`src/lfm_pkg.sv`:
```
// Purpose: constants and carrier types for the line format mode block
// Assumes: byte wide registers, each on one aligned 32-bit word
// Notes:   offsets are byte addresses on the register bus
package lfm_pkg;

  // ---------------------------------------------------------------
  // register map
  // ---------------------------------------------------------------
  localparam int          ADDR_W        = 12;
  localparam logic [11:0] OFS_MODE      = 12'h1C0; // shared mode offset
  localparam logic [11:0] OFS_STATUS    = 12'h1C4; // read: channel status
  localparam logic [11:0] OFS_COMMAND   = 12'h1C8; // write: command
  localparam logic [11:0] OFS_IRQ       = 12'h1D4; // read: events, write: mask

  localparam logic [7:0]  MODE1_RESET   = 8'h00;
  localparam logic [7:0]  MODE2_RESET   = 8'h00;
  localparam logic [2:0]  MASK_RESET    = 3'h0;

  // ---------------------------------------------------------------
  // command register miscellaneous field
  // ---------------------------------------------------------------
  localparam int          CMD_MISC_LSB  = 4;
  localparam logic [2:0]  CMD_RST_PTR   = 3'h1; // reset mode pointer
  localparam logic [2:0]  CMD_RST_ERR   = 3'h4; // reset error status

  // ---------------------------------------------------------------
  // parity mode field values
  // ---------------------------------------------------------------
  localparam logic [1:0]  PM_WITH       = 2'h0;
  localparam logic [1:0]  PM_FORCE      = 2'h1;
  localparam logic [1:0]  PM_NONE       = 2'h2;
  localparam logic [1:0]  PM_MULTIDROP  = 2'h3;

  // ---------------------------------------------------------------
  // status and event bit positions
  // ---------------------------------------------------------------
  localparam int          ST_AVAIL      = 0;
  localparam int          ST_FULL       = 1;
  localparam int          ST_PARITY     = 5;
  localparam int          ST_FRAMING    = 6;
  localparam int          ST_BREAK      = 7;
  localparam int          EV_PARITY     = 0; // rx parity mismatch
  localparam int          EV_HEAD_ERR   = 1; // errored char at head
  localparam int          EV_FULL       = 2; // fifo became full
  localparam int          EV_W          = 3;

  // first mode register as stored
  typedef struct packed {
    logic       rx_flow;     // bit 7 receiver flow control enable
    logic       irq_sel;     // bit 6 irq source: 1 full, 0 available
    logic       err_block;   // bit 5 block error mode
    logic [1:0] parity_mode; // bits 4..3
    logic       parity_type; // bit 2
    logic [1:0] char_bits;   // bits 1..0, 00 = five bits
  } lfm_mode1_t;

  // error flags of the character at the fifo head
  typedef struct packed {
    logic brk;
    logic framing;
    logic parity;
  } lfm_err_t;

endpackage : lfm_pkg

```
`src/lfm_mode_regs.sv`:
```
// Purpose: first line format mode register, mode pointer, error status
// Assumes: fifo and shift logic share clock_in; Avalon-MM slave port
// Notes:   every access finishes with one wait cycle
//
// Design decision made here: the Avalon-MM register port.
`timescale 1ns/100ps
`default_nettype none

// What this block does
// - the shared mode offset reaches the first mode register only while the pointer is reset, by system reset or the reset-pointer command.
// - any read or write of the first mode register moves the pointer to the second mode register.
// - with bit 7 set, request-to-send drops while the receive fifo is full and returns when room returns; with it clear the receiver leaves it alone.
// - with bit 5 clear, break, framing and parity status show only the character at the fifo head.
// - with bit 5 set, those flags are a sticky OR over every head character taken while bit 5 was set since the last reset-error-status command.
// - bits 4..3 choose parity or multidrop, and 00 is normal parity with bit 2 picking even or odd.
// - bit 2 sets the parity sense for mode 0x, and marks sent characters as address or data for mode 11.
// - with parity on, the transmitter appends the parity bit and, except in multidrop, the receiver checks and flags mismatches.
// - accesses to the second mode register leave the pointer alone.
// - bits 1..0 set the data bits per character for transmitter and receiver.
module lfm_mode_regs
  import lfm_pkg::*;
(
  input  wire logic              clock_in,
  input  wire logic              rst_in,
  // register bus
  input  wire logic [ADDR_W-1:0] avs_address_in,
  input  wire logic              avs_read_in,
  input  wire logic              avs_write_in,
  input  wire logic [31:0]       avs_writedata_in,
  input  wire logic [3:0]        avs_byteenable_in,
  output logic      [31:0]       avs_readdata_out,
  output logic                   avs_waitrequest_out,
  output logic                   irq_out,
  // receive side
  input  wire logic              receive_fifo_full_flag_in,
  input  wire logic              receive_char_available_in,
  input  wire logic              head_advance_in,
  input  wire lfm_err_t          head_err_in,
  input  wire logic              rts_request_in,
  input  wire logic              rx_check_in,
  input  wire logic [7:0]        rx_char_in,
  input  wire logic              rx_parity_in,
  output logic                   rts_out,
  output logic                   rx_irq_req_out,
  output logic                   rx_parity_err_out,
  output logic                   addr_data_flag_out,
  // transmit side
  input  wire logic [7:0]        tx_char_in,
  output logic                   tx_parity_out,
  output logic                   tx_parity_en_out,
  // configuration as seen by the shift logic
  output lfm_mode1_t             mode1_out,
  output logic      [7:0]        mode2_out
);

  // ---------------------------------------------------------------
  // helpers
  // ---------------------------------------------------------------
  // parity of the low n data bits, n = 5 + char_bits; used on both paths
  function automatic logic parity_of(input logic [7:0] data,
                                     input lfm_mode1_t m);
    logic acc;
    acc = 1'b0;
    for (int i = 0; i < 8; i++) begin
      if (i < 5 + int'(m.char_bits)) begin
        acc = acc ^ data[i];
      end
    end
    case (m.parity_mode)
      PM_WITH:      parity_of = acc ^ m.parity_type; // odd adds one
      PM_FORCE:     parity_of = m.parity_type;
      PM_MULTIDROP: parity_of = m.parity_type;       // address tag
      default:      parity_of = 1'b0;
    endcase
  endfunction : parity_of

  function automatic logic parity_on(input lfm_mode1_t m);
    parity_on = (m.parity_mode != PM_NONE);
  endfunction : parity_on

  // ---------------------------------------------------------------
  // state
  // ---------------------------------------------------------------
  lfm_mode1_t          mode1_ff;
  logic      [7:0]     mode2_ff;
  logic                ptr_second_ff;   // 1: shared offset hits mode 2
  logic                ack_ff;
  logic      [31:0]    rdata_ff;
  lfm_err_t            sticky_ff;
  logic      [EV_W-1:0] events_ff;
  logic      [EV_W-1:0] mask_ff;
  logic                full_prev_ff;
  logic                rx_perr_ff;
  logic                tx_par_ff;
  logic                rts_ff;

  logic                accept;
  logic                wr_acc;
  logic                rd_acc;
  logic                lane0;
  logic      [7:0]     wbyte;
  logic                cmd_wr;
  logic      [2:0]     misc;
  lfm_err_t            err_view;
  logic      [7:0]     status_byte;
  logic      [EV_W-1:0] ev_set;
  logic      [31:0]    nxt_rdata;

  // ---------------------------------------------------------------
  // bus handshake
  // ---------------------------------------------------------------
  // one wait cycle lets read data come from a flop; side effects land
  // only on the edge the master sees waitrequest low
  assign accept              = (avs_read_in | avs_write_in) & ack_ff;
  assign wr_acc              = accept & avs_write_in;
  assign rd_acc              = accept & avs_read_in;
  assign avs_waitrequest_out = (avs_read_in | avs_write_in) & ~ack_ff;
  assign avs_readdata_out    = rdata_ff;
  assign lane0               = avs_byteenable_in[0];
  assign wbyte               = avs_writedata_in[7:0];
  assign cmd_wr = wr_acc & lane0 & (avs_address_in == OFS_COMMAND);
  assign misc   = wbyte[CMD_MISC_LSB +: 3];

  // ack toggles so back to back requests each get a wait cycle
  always_ff @(posedge clock_in or posedge rst_in) begin
    if (rst_in) begin
      ack_ff <= 1'b0;
    end else begin
      ack_ff <= (avs_read_in | avs_write_in) & ~ack_ff;
    end
  end

  // ---------------------------------------------------------------
  // mode registers and pointer
  // ---------------------------------------------------------------
  always_ff @(posedge clock_in or posedge rst_in) begin
    if (rst_in) begin
      ptr_second_ff <= 1'b0;
    end else if (cmd_wr && misc == CMD_RST_PTR) begin
      ptr_second_ff <= 1'b0;
    end else if (accept && avs_address_in == OFS_MODE) begin
      ptr_second_ff <= 1'b1;
    end
  end

  // the shared offset writes whichever register the pointer names
  always_ff @(posedge clock_in or posedge rst_in) begin
    if (rst_in) begin
      mode1_ff <= lfm_mode1_t'(MODE1_RESET);
      mode2_ff <= MODE2_RESET;
    end else if (wr_acc && lane0 && avs_address_in == OFS_MODE) begin
      if (!ptr_second_ff) begin
        mode1_ff <= lfm_mode1_t'(wbyte);
      end else begin
        mode2_ff <= wbyte;
      end
    end
  end

  assign mode1_out = mode1_ff;  // char_bits drive both paths
  assign mode2_out = mode2_ff;

  // ---------------------------------------------------------------
  // flow control and receiver request
  // ---------------------------------------------------------------
  // rts_request_in is the software output-port level; the receiver
  // only overrides it while flow control is on and the fifo is full
  always_ff @(posedge clock_in or posedge rst_in) begin
    if (rst_in) begin
      rts_ff <= 1'b0;
    end else if (mode1_ff.rx_flow) begin
      rts_ff <= rts_request_in & ~receive_fifo_full_flag_in;
    end else begin
      rts_ff <= rts_request_in;
    end
  end
  assign rts_out = rts_ff;

  assign rx_irq_req_out = mode1_ff.irq_sel ?
                          receive_fifo_full_flag_in :
                          receive_char_available_in;

  // ---------------------------------------------------------------
  // error status
  // ---------------------------------------------------------------
  // sticky flags: a head arrival in the clear cycle still sets
  always_ff @(posedge clock_in or posedge rst_in) begin
    if (rst_in) begin
      sticky_ff <= '0;
    end else begin
      sticky_ff <= ((cmd_wr && misc == CMD_RST_ERR) ? '0 : sticky_ff)
                   | ((head_advance_in && mode1_ff.err_block) ?
                      head_err_in : '0);
    end
  end

  // character mode shows the head only; multidrop expects this
  assign err_view = mode1_ff.err_block ? sticky_ff :
                    (receive_char_available_in ? head_err_in
                                               : '0);

  always_comb begin
    status_byte              = 8'h00;
    status_byte[ST_AVAIL]    = receive_char_available_in;
    status_byte[ST_FULL]     = receive_fifo_full_flag_in;
    status_byte[ST_PARITY]   = err_view.parity;
    status_byte[ST_FRAMING]  = err_view.framing;
    status_byte[ST_BREAK]    = err_view.brk;
  end

  // ---------------------------------------------------------------
  // parity paths
  // ---------------------------------------------------------------
  assign tx_parity_en_out = parity_on(mode1_ff);

  // transmit bit follows the character presented by the shifter
  always_ff @(posedge clock_in or posedge rst_in) begin
    if (rst_in) begin
      tx_par_ff <= 1'b0;
    end else begin
      tx_par_ff <= parity_of(tx_char_in, mode1_ff);
    end
  end
  assign tx_parity_out = tx_par_ff;

  // receive check: one-cycle flag per checked character
  always_ff @(posedge clock_in or posedge rst_in) begin
    if (rst_in) begin
      rx_perr_ff <= 1'b0;
    end else begin
      rx_perr_ff <= rx_check_in && parity_on(mode1_ff)
                    && mode1_ff.parity_mode != PM_MULTIDROP
                    && rx_parity_in != parity_of(rx_char_in,
                                                 mode1_ff);
    end
  end
  assign rx_parity_err_out = rx_perr_ff;

  // in multidrop the received ninth bit is the address/data flag
  assign addr_data_flag_out = (mode1_ff.parity_mode == PM_MULTIDROP)
                              & rx_parity_in;

  // ---------------------------------------------------------------
  // interrupts
  // ---------------------------------------------------------------
  always_ff @(posedge clock_in or posedge rst_in) begin
    if (rst_in) begin
      full_prev_ff <= 1'b0;
    end else begin
      full_prev_ff <= receive_fifo_full_flag_in;
    end
  end

  always_comb begin
    ev_set              = '0;
    ev_set[EV_PARITY]   = rx_perr_ff;
    ev_set[EV_HEAD_ERR] = head_advance_in & (|head_err_in);
    ev_set[EV_FULL]     = receive_fifo_full_flag_in & ~full_prev_ff;
  end

  // a read clears only bits it returned, so nothing set since is lost
  always_ff @(posedge clock_in or posedge rst_in) begin
    if (rst_in) begin
      events_ff <= '0;
    end else if (rd_acc && avs_address_in == OFS_IRQ) begin
      events_ff <= (events_ff & ~rdata_ff[EV_W-1:0]) | ev_set;
    end else begin
      events_ff <= events_ff | ev_set;
    end
  end

  always_ff @(posedge clock_in or posedge rst_in) begin
    if (rst_in) begin
      mask_ff <= MASK_RESET;
    end else if (wr_acc && lane0 && avs_address_in == OFS_IRQ) begin
      mask_ff <= wbyte[EV_W-1:0];
    end
  end

  assign irq_out = |(events_ff & mask_ff);

  // ---------------------------------------------------------------
  // read data
  // ---------------------------------------------------------------
  // unmapped offsets and write-only registers read as zero
  always_comb begin
    nxt_rdata = 32'h0000_0000;
    case (avs_address_in)
      OFS_MODE:   nxt_rdata[7:0] = ptr_second_ff ? mode2_ff
                                                 : 8'(mode1_ff);
      OFS_STATUS: nxt_rdata[7:0] = status_byte;
      OFS_IRQ:    nxt_rdata[EV_W-1:0] = events_ff;
      default:    nxt_rdata = 32'h0000_0000;
    endcase
  end

  always_ff @(posedge clock_in or posedge rst_in) begin
    if (rst_in) begin
      rdata_ff <= 32'h0000_0000;
    end else if (avs_read_in && !ack_ff) begin
      rdata_ff <= nxt_rdata;
    end
  end
endmodule : lfm_mode_regs

`default_nettype wire

```
`config.mk`:
```
export PLATFORM = sky130hd
export DESIGN_NAME = lfm_mode_regs
export DESIGN_NICKNAME = d
export VERILOG_FILES = /design/src/lfm_pkg.sv /design/src/lfm_mode_regs.sv
export SDC_FILE = /design/constraint.sdc
export NUM_CORES = 1
export LEC_CHECK = 0
export ABC_AREA = 1
export CAP_MARGIN = 20
export CELL_PAD_IN_SITES_DETAIL_PLACEMENT = 1
export CELL_PAD_IN_SITES_GLOBAL_PLACEMENT = 2
export CORE_ASPECT_RATIO = 1.2
export CORE_MARGIN = 1
export CORE_UTILIZATION = 32
export DETAILED_ROUTE_END_ITERATION = 16
export DONT_BUFFER_PORTS = 1
export PLACE_DENSITY_LB_ADDON = 0.15
export SYNTH_ARGS = -nofsm -noshare
export SYNTH_HDL_FRONTEND = slang
export SYNTH_SLANG_ARGS = --single-unit
export TNS_END_PERCENT = 50
```
`constraint.sdc`:
```
create_clock -name clock_in -period 1.6 [get_ports clock_in]
set_clock_uncertainty 0.05 [all_clocks]
set_input_delay 0.08 -clock clock_in [delete_from_list [all_inputs] [get_ports clock_in]]
set_output_delay 0.08 -clock clock_in [all_outputs]
set_load 0.02 [all_outputs]
```
==> impl_metrics.yaml <==
route:
  vias: 1966
  post_drt_wl_per_cell_um: 14.17
  drtAntennaViolNets: 0
  drc: 0
  drtPass1Iterations: 4
  viasPerCell: 4.626
  first_iter_violations: 59
  drt-total-wl_um: 6024
cells_and_area:
  num-nets-final: 415
  postLayoutCoreUtil: 0.3952
  syn_to_final_growth_pct: 17.29
  design_area_mm2: 0.002741
  post_route_cells_drive_above_1_share: 0.1420
  antenna_cells: 0
setup_path:
  critPathLaunchType: "flop"
  path_max_fanout: 4
  cp.arrival_ns: 1.66
  cp-end-kind: "flop"
  worstPathRequired_ns: 1.73
  crit_type: "flop to flop"
synthesis:
  synth.cell_area_mm2: 0.002337
  synth.avg_cell_area_um2: 7.739
  synth-edff-count: 0
  syn_inst: 302
  yosysSeqAreaShare: 0.4176
  async_reset_ff_frac: 1.000
  ys_ff_latch: 39
  synth.distinct_cells: 36
  synth-main-ff-cell: "dfrtp_1"
  synth-warning-count: 0
global_routing:
  first_global_vias: 2033
  track_usage: 0.1704
  grt_start_max_net_pins: 40
  grt_pass1_wl_um: 9798
  antenna_found_initial: 0
  gr-total-overflow: 0
sta:
  hold_viol: 0
  rsz0062_at_grt: "true"
  setup_viol: 0
  worst_slew_pin_slew_ns: 0.5190
  timing.fmax_mhz: 656.4
  fin_crit_ns: 1.523
  maxSlewHeadroom: 0.6540
  drv_slew: 0
  fin_setup_tns_ns: 0
  fin_crit_sh: 0.9521
clock_tree:
  h-tree-depth: 2
  cts_tree: "built"
  clk_latency_ns: 0.29
  cts_sinks: 39
  clkTransAtPathRegs_ns: 0.07
  clock_path_buffers: 2
  root_buffer: "clkbuf_8"
  numCtsBuffers: 5
place:
  place.detailed.hpwl_um: 4651
  port_buffers: 0
  placed_area_mm2: 0.002426
  place.gp.congestion: 0.7289
floorplanning:
  rows: 33
  die_area_mm2: 0.007651
  die_w_um: 80.02
  dieHeight_um: 95.62
  core_mm2: 0.006937
  initial_core_util: 0.3369
  io_pins: 133
power_and_ir_drop:
  pwr_density_cell_mw_per_mm2: 715.8
  p_total_uw: 1962
  leakage_uw: 0.001307
  peakVddDrop_v: 0.0004093
flow_run:
  max_cap_viol_count: 0
outcome:
  run_status: "completed"
worst_hold_path:
  hold_path.class: "input pin to flop"
## cells in the final DEF (no fill, tap or decap), types with 3 or more instances in the layout
cell type | netlist | final
a21oi_1 | 3 | 3
buf_4 | 25 | 13
clkbuf_8 | 0 | 6
conb_1 | 1 | 24
dfrtp_1 | 39 | 37
dlygate4sd3_1 | 0 | 20
inv_1 | 41 | 40
inv_2 | 2 | 3
nand2_1 | 80 | 79
nand3_1 | 8 | 8
nand3_2 | 3 | 3
nor2_1 | 22 | 21
nor2_2 | 2 | 3
o21ai_0 | 21 | 21
o21ai_1 | 11 | 11
o21ai_2 | 7 | 7
o22ai_1 | 4 | 4
o31ai_1 | 3 | 3
xnor2_1 | 4 | 4
## registers in the layout, summed over array words and instances (netlist names), 3 cells and up
| signal | flops |
|---|---|
| mask_ff | 3 |
| sticky_ff | 3 |
| events_ff | 3 |
| mode1_out | 8 |
| avs_readdata_out | 8 |
| mode2_out | 8 |
## synth_stat cells (4+ instances only)
cell,count,area share
nand2_1,80,0.13
inv_1,41,0.066
dfrtp_1,39,0.42
buf_4,25,0.080
nor2_1,22,0.035
o21ai_0,21,0.045
o21ai_1,11,0.024
nand3_1,8,0.017
o21ai_2,7,0.026
o22ai_1,4,0.011
xnor2_1,4,0.015
xor2_1,4,0.015
## stage by stage
stage	setup WS [ns]	cells	hold WS [ns]
after global placement	0.04689	398	0.06210
final	0.07661	425	0.01186
after floorplan	0.07149	325	0.06143
after detailed placement	0.04200	398	0.06208
after CTS	0.01095	424	0.001507
after global routing	-0.07978	425	0.007407
## power breakdown
part / switching, uW / total (uW) / internal (uW) / leakage [uW]
Sequential: 20.6 / 1020 / 1000 / 0.000495
Clock: 337 / 675 / 338 / 0.0000470
Combinational: 177 / 267 / 89.6 / 0.000765
Total: 535 / 1960 / 1430 / 0.00131
## routing by layer
layer / up-vias / wire [um] / track usage / part of all wire
met5: - / 0 / 0 / 0
met4: 0 / 89 / 0.05060 / 0.015
met3: 8 / 397 / 0.04976 / 0.066
met2: 64 / 3148 / 0.3155 / 0.52
met1: 914 / 2388 / 0.1864 / 0.40
li1: 980 / - / - / -
## worst max-delay path: stages (launching register included)
cell and delay (ns):
dfrtp_1 0.41, inv_2 0.07, nand2_4 0.08, nand2_2 0.06, xor2_2 0.17, xor2_1 0.17
nand2_1 0.06, nand2_1 0.05, nor2_2 0.12, nand2_1 0.06, nand2_1 0.07, nor2_2 0.04
## worst paths after layout
check,startpoint,end,slack (ns),cells after the start
min reg2reg,full_prev_ff,events_ff[2],0.38,1
max in group asynchronous,rst_in,mode1_out[4],0.80,3
min,avs_read_in,ack_ff,0.01,2
max reg2reg,mode1_out[0],tx_parity_out,0.08,11
min in group asynchronous,rst_in,avs_readdata_out[2],0.31,3
max,mode1_out[0],tx_parity_out,0.08,11
## area by class of cell
| type | instances | area (um^2) |
|---|---|---|
| fill | 893 | 4195 |
| tap | 87 | 108.9 |
| sequential | 39 | 978.4 |
| timing repair buffer | 33 | 297.8 |
| multi-input combinational | 215 | 1104 |
| inverter | 44 | 165.2 |
| clock buffer | 6 | 82.58 |
| clock inverter | 1 | 5.005 |
## cell families after synthesis
group | after synthesis | share of synthesized area
simple gates | 127 | 0.2414
flops | 39 | 0.4176
other cells | 1 | 0.001604
buf+inv | 71 | 0.1579
mux | 2 | 0.008566
xor+xnor | 8 | 0.02998
compound gates | 54 | 0.1429
## what timing repair did
action / CTS / global route
endpoints found under the setup margin: 0 / 3
hold buffers: 19 / 1
resized for setup: 0 / 8
setup buffers: 0 / 0
endpoints found under the hold margin: 66 / 1
Note: power is estimated with default switching activity, not from simulation.
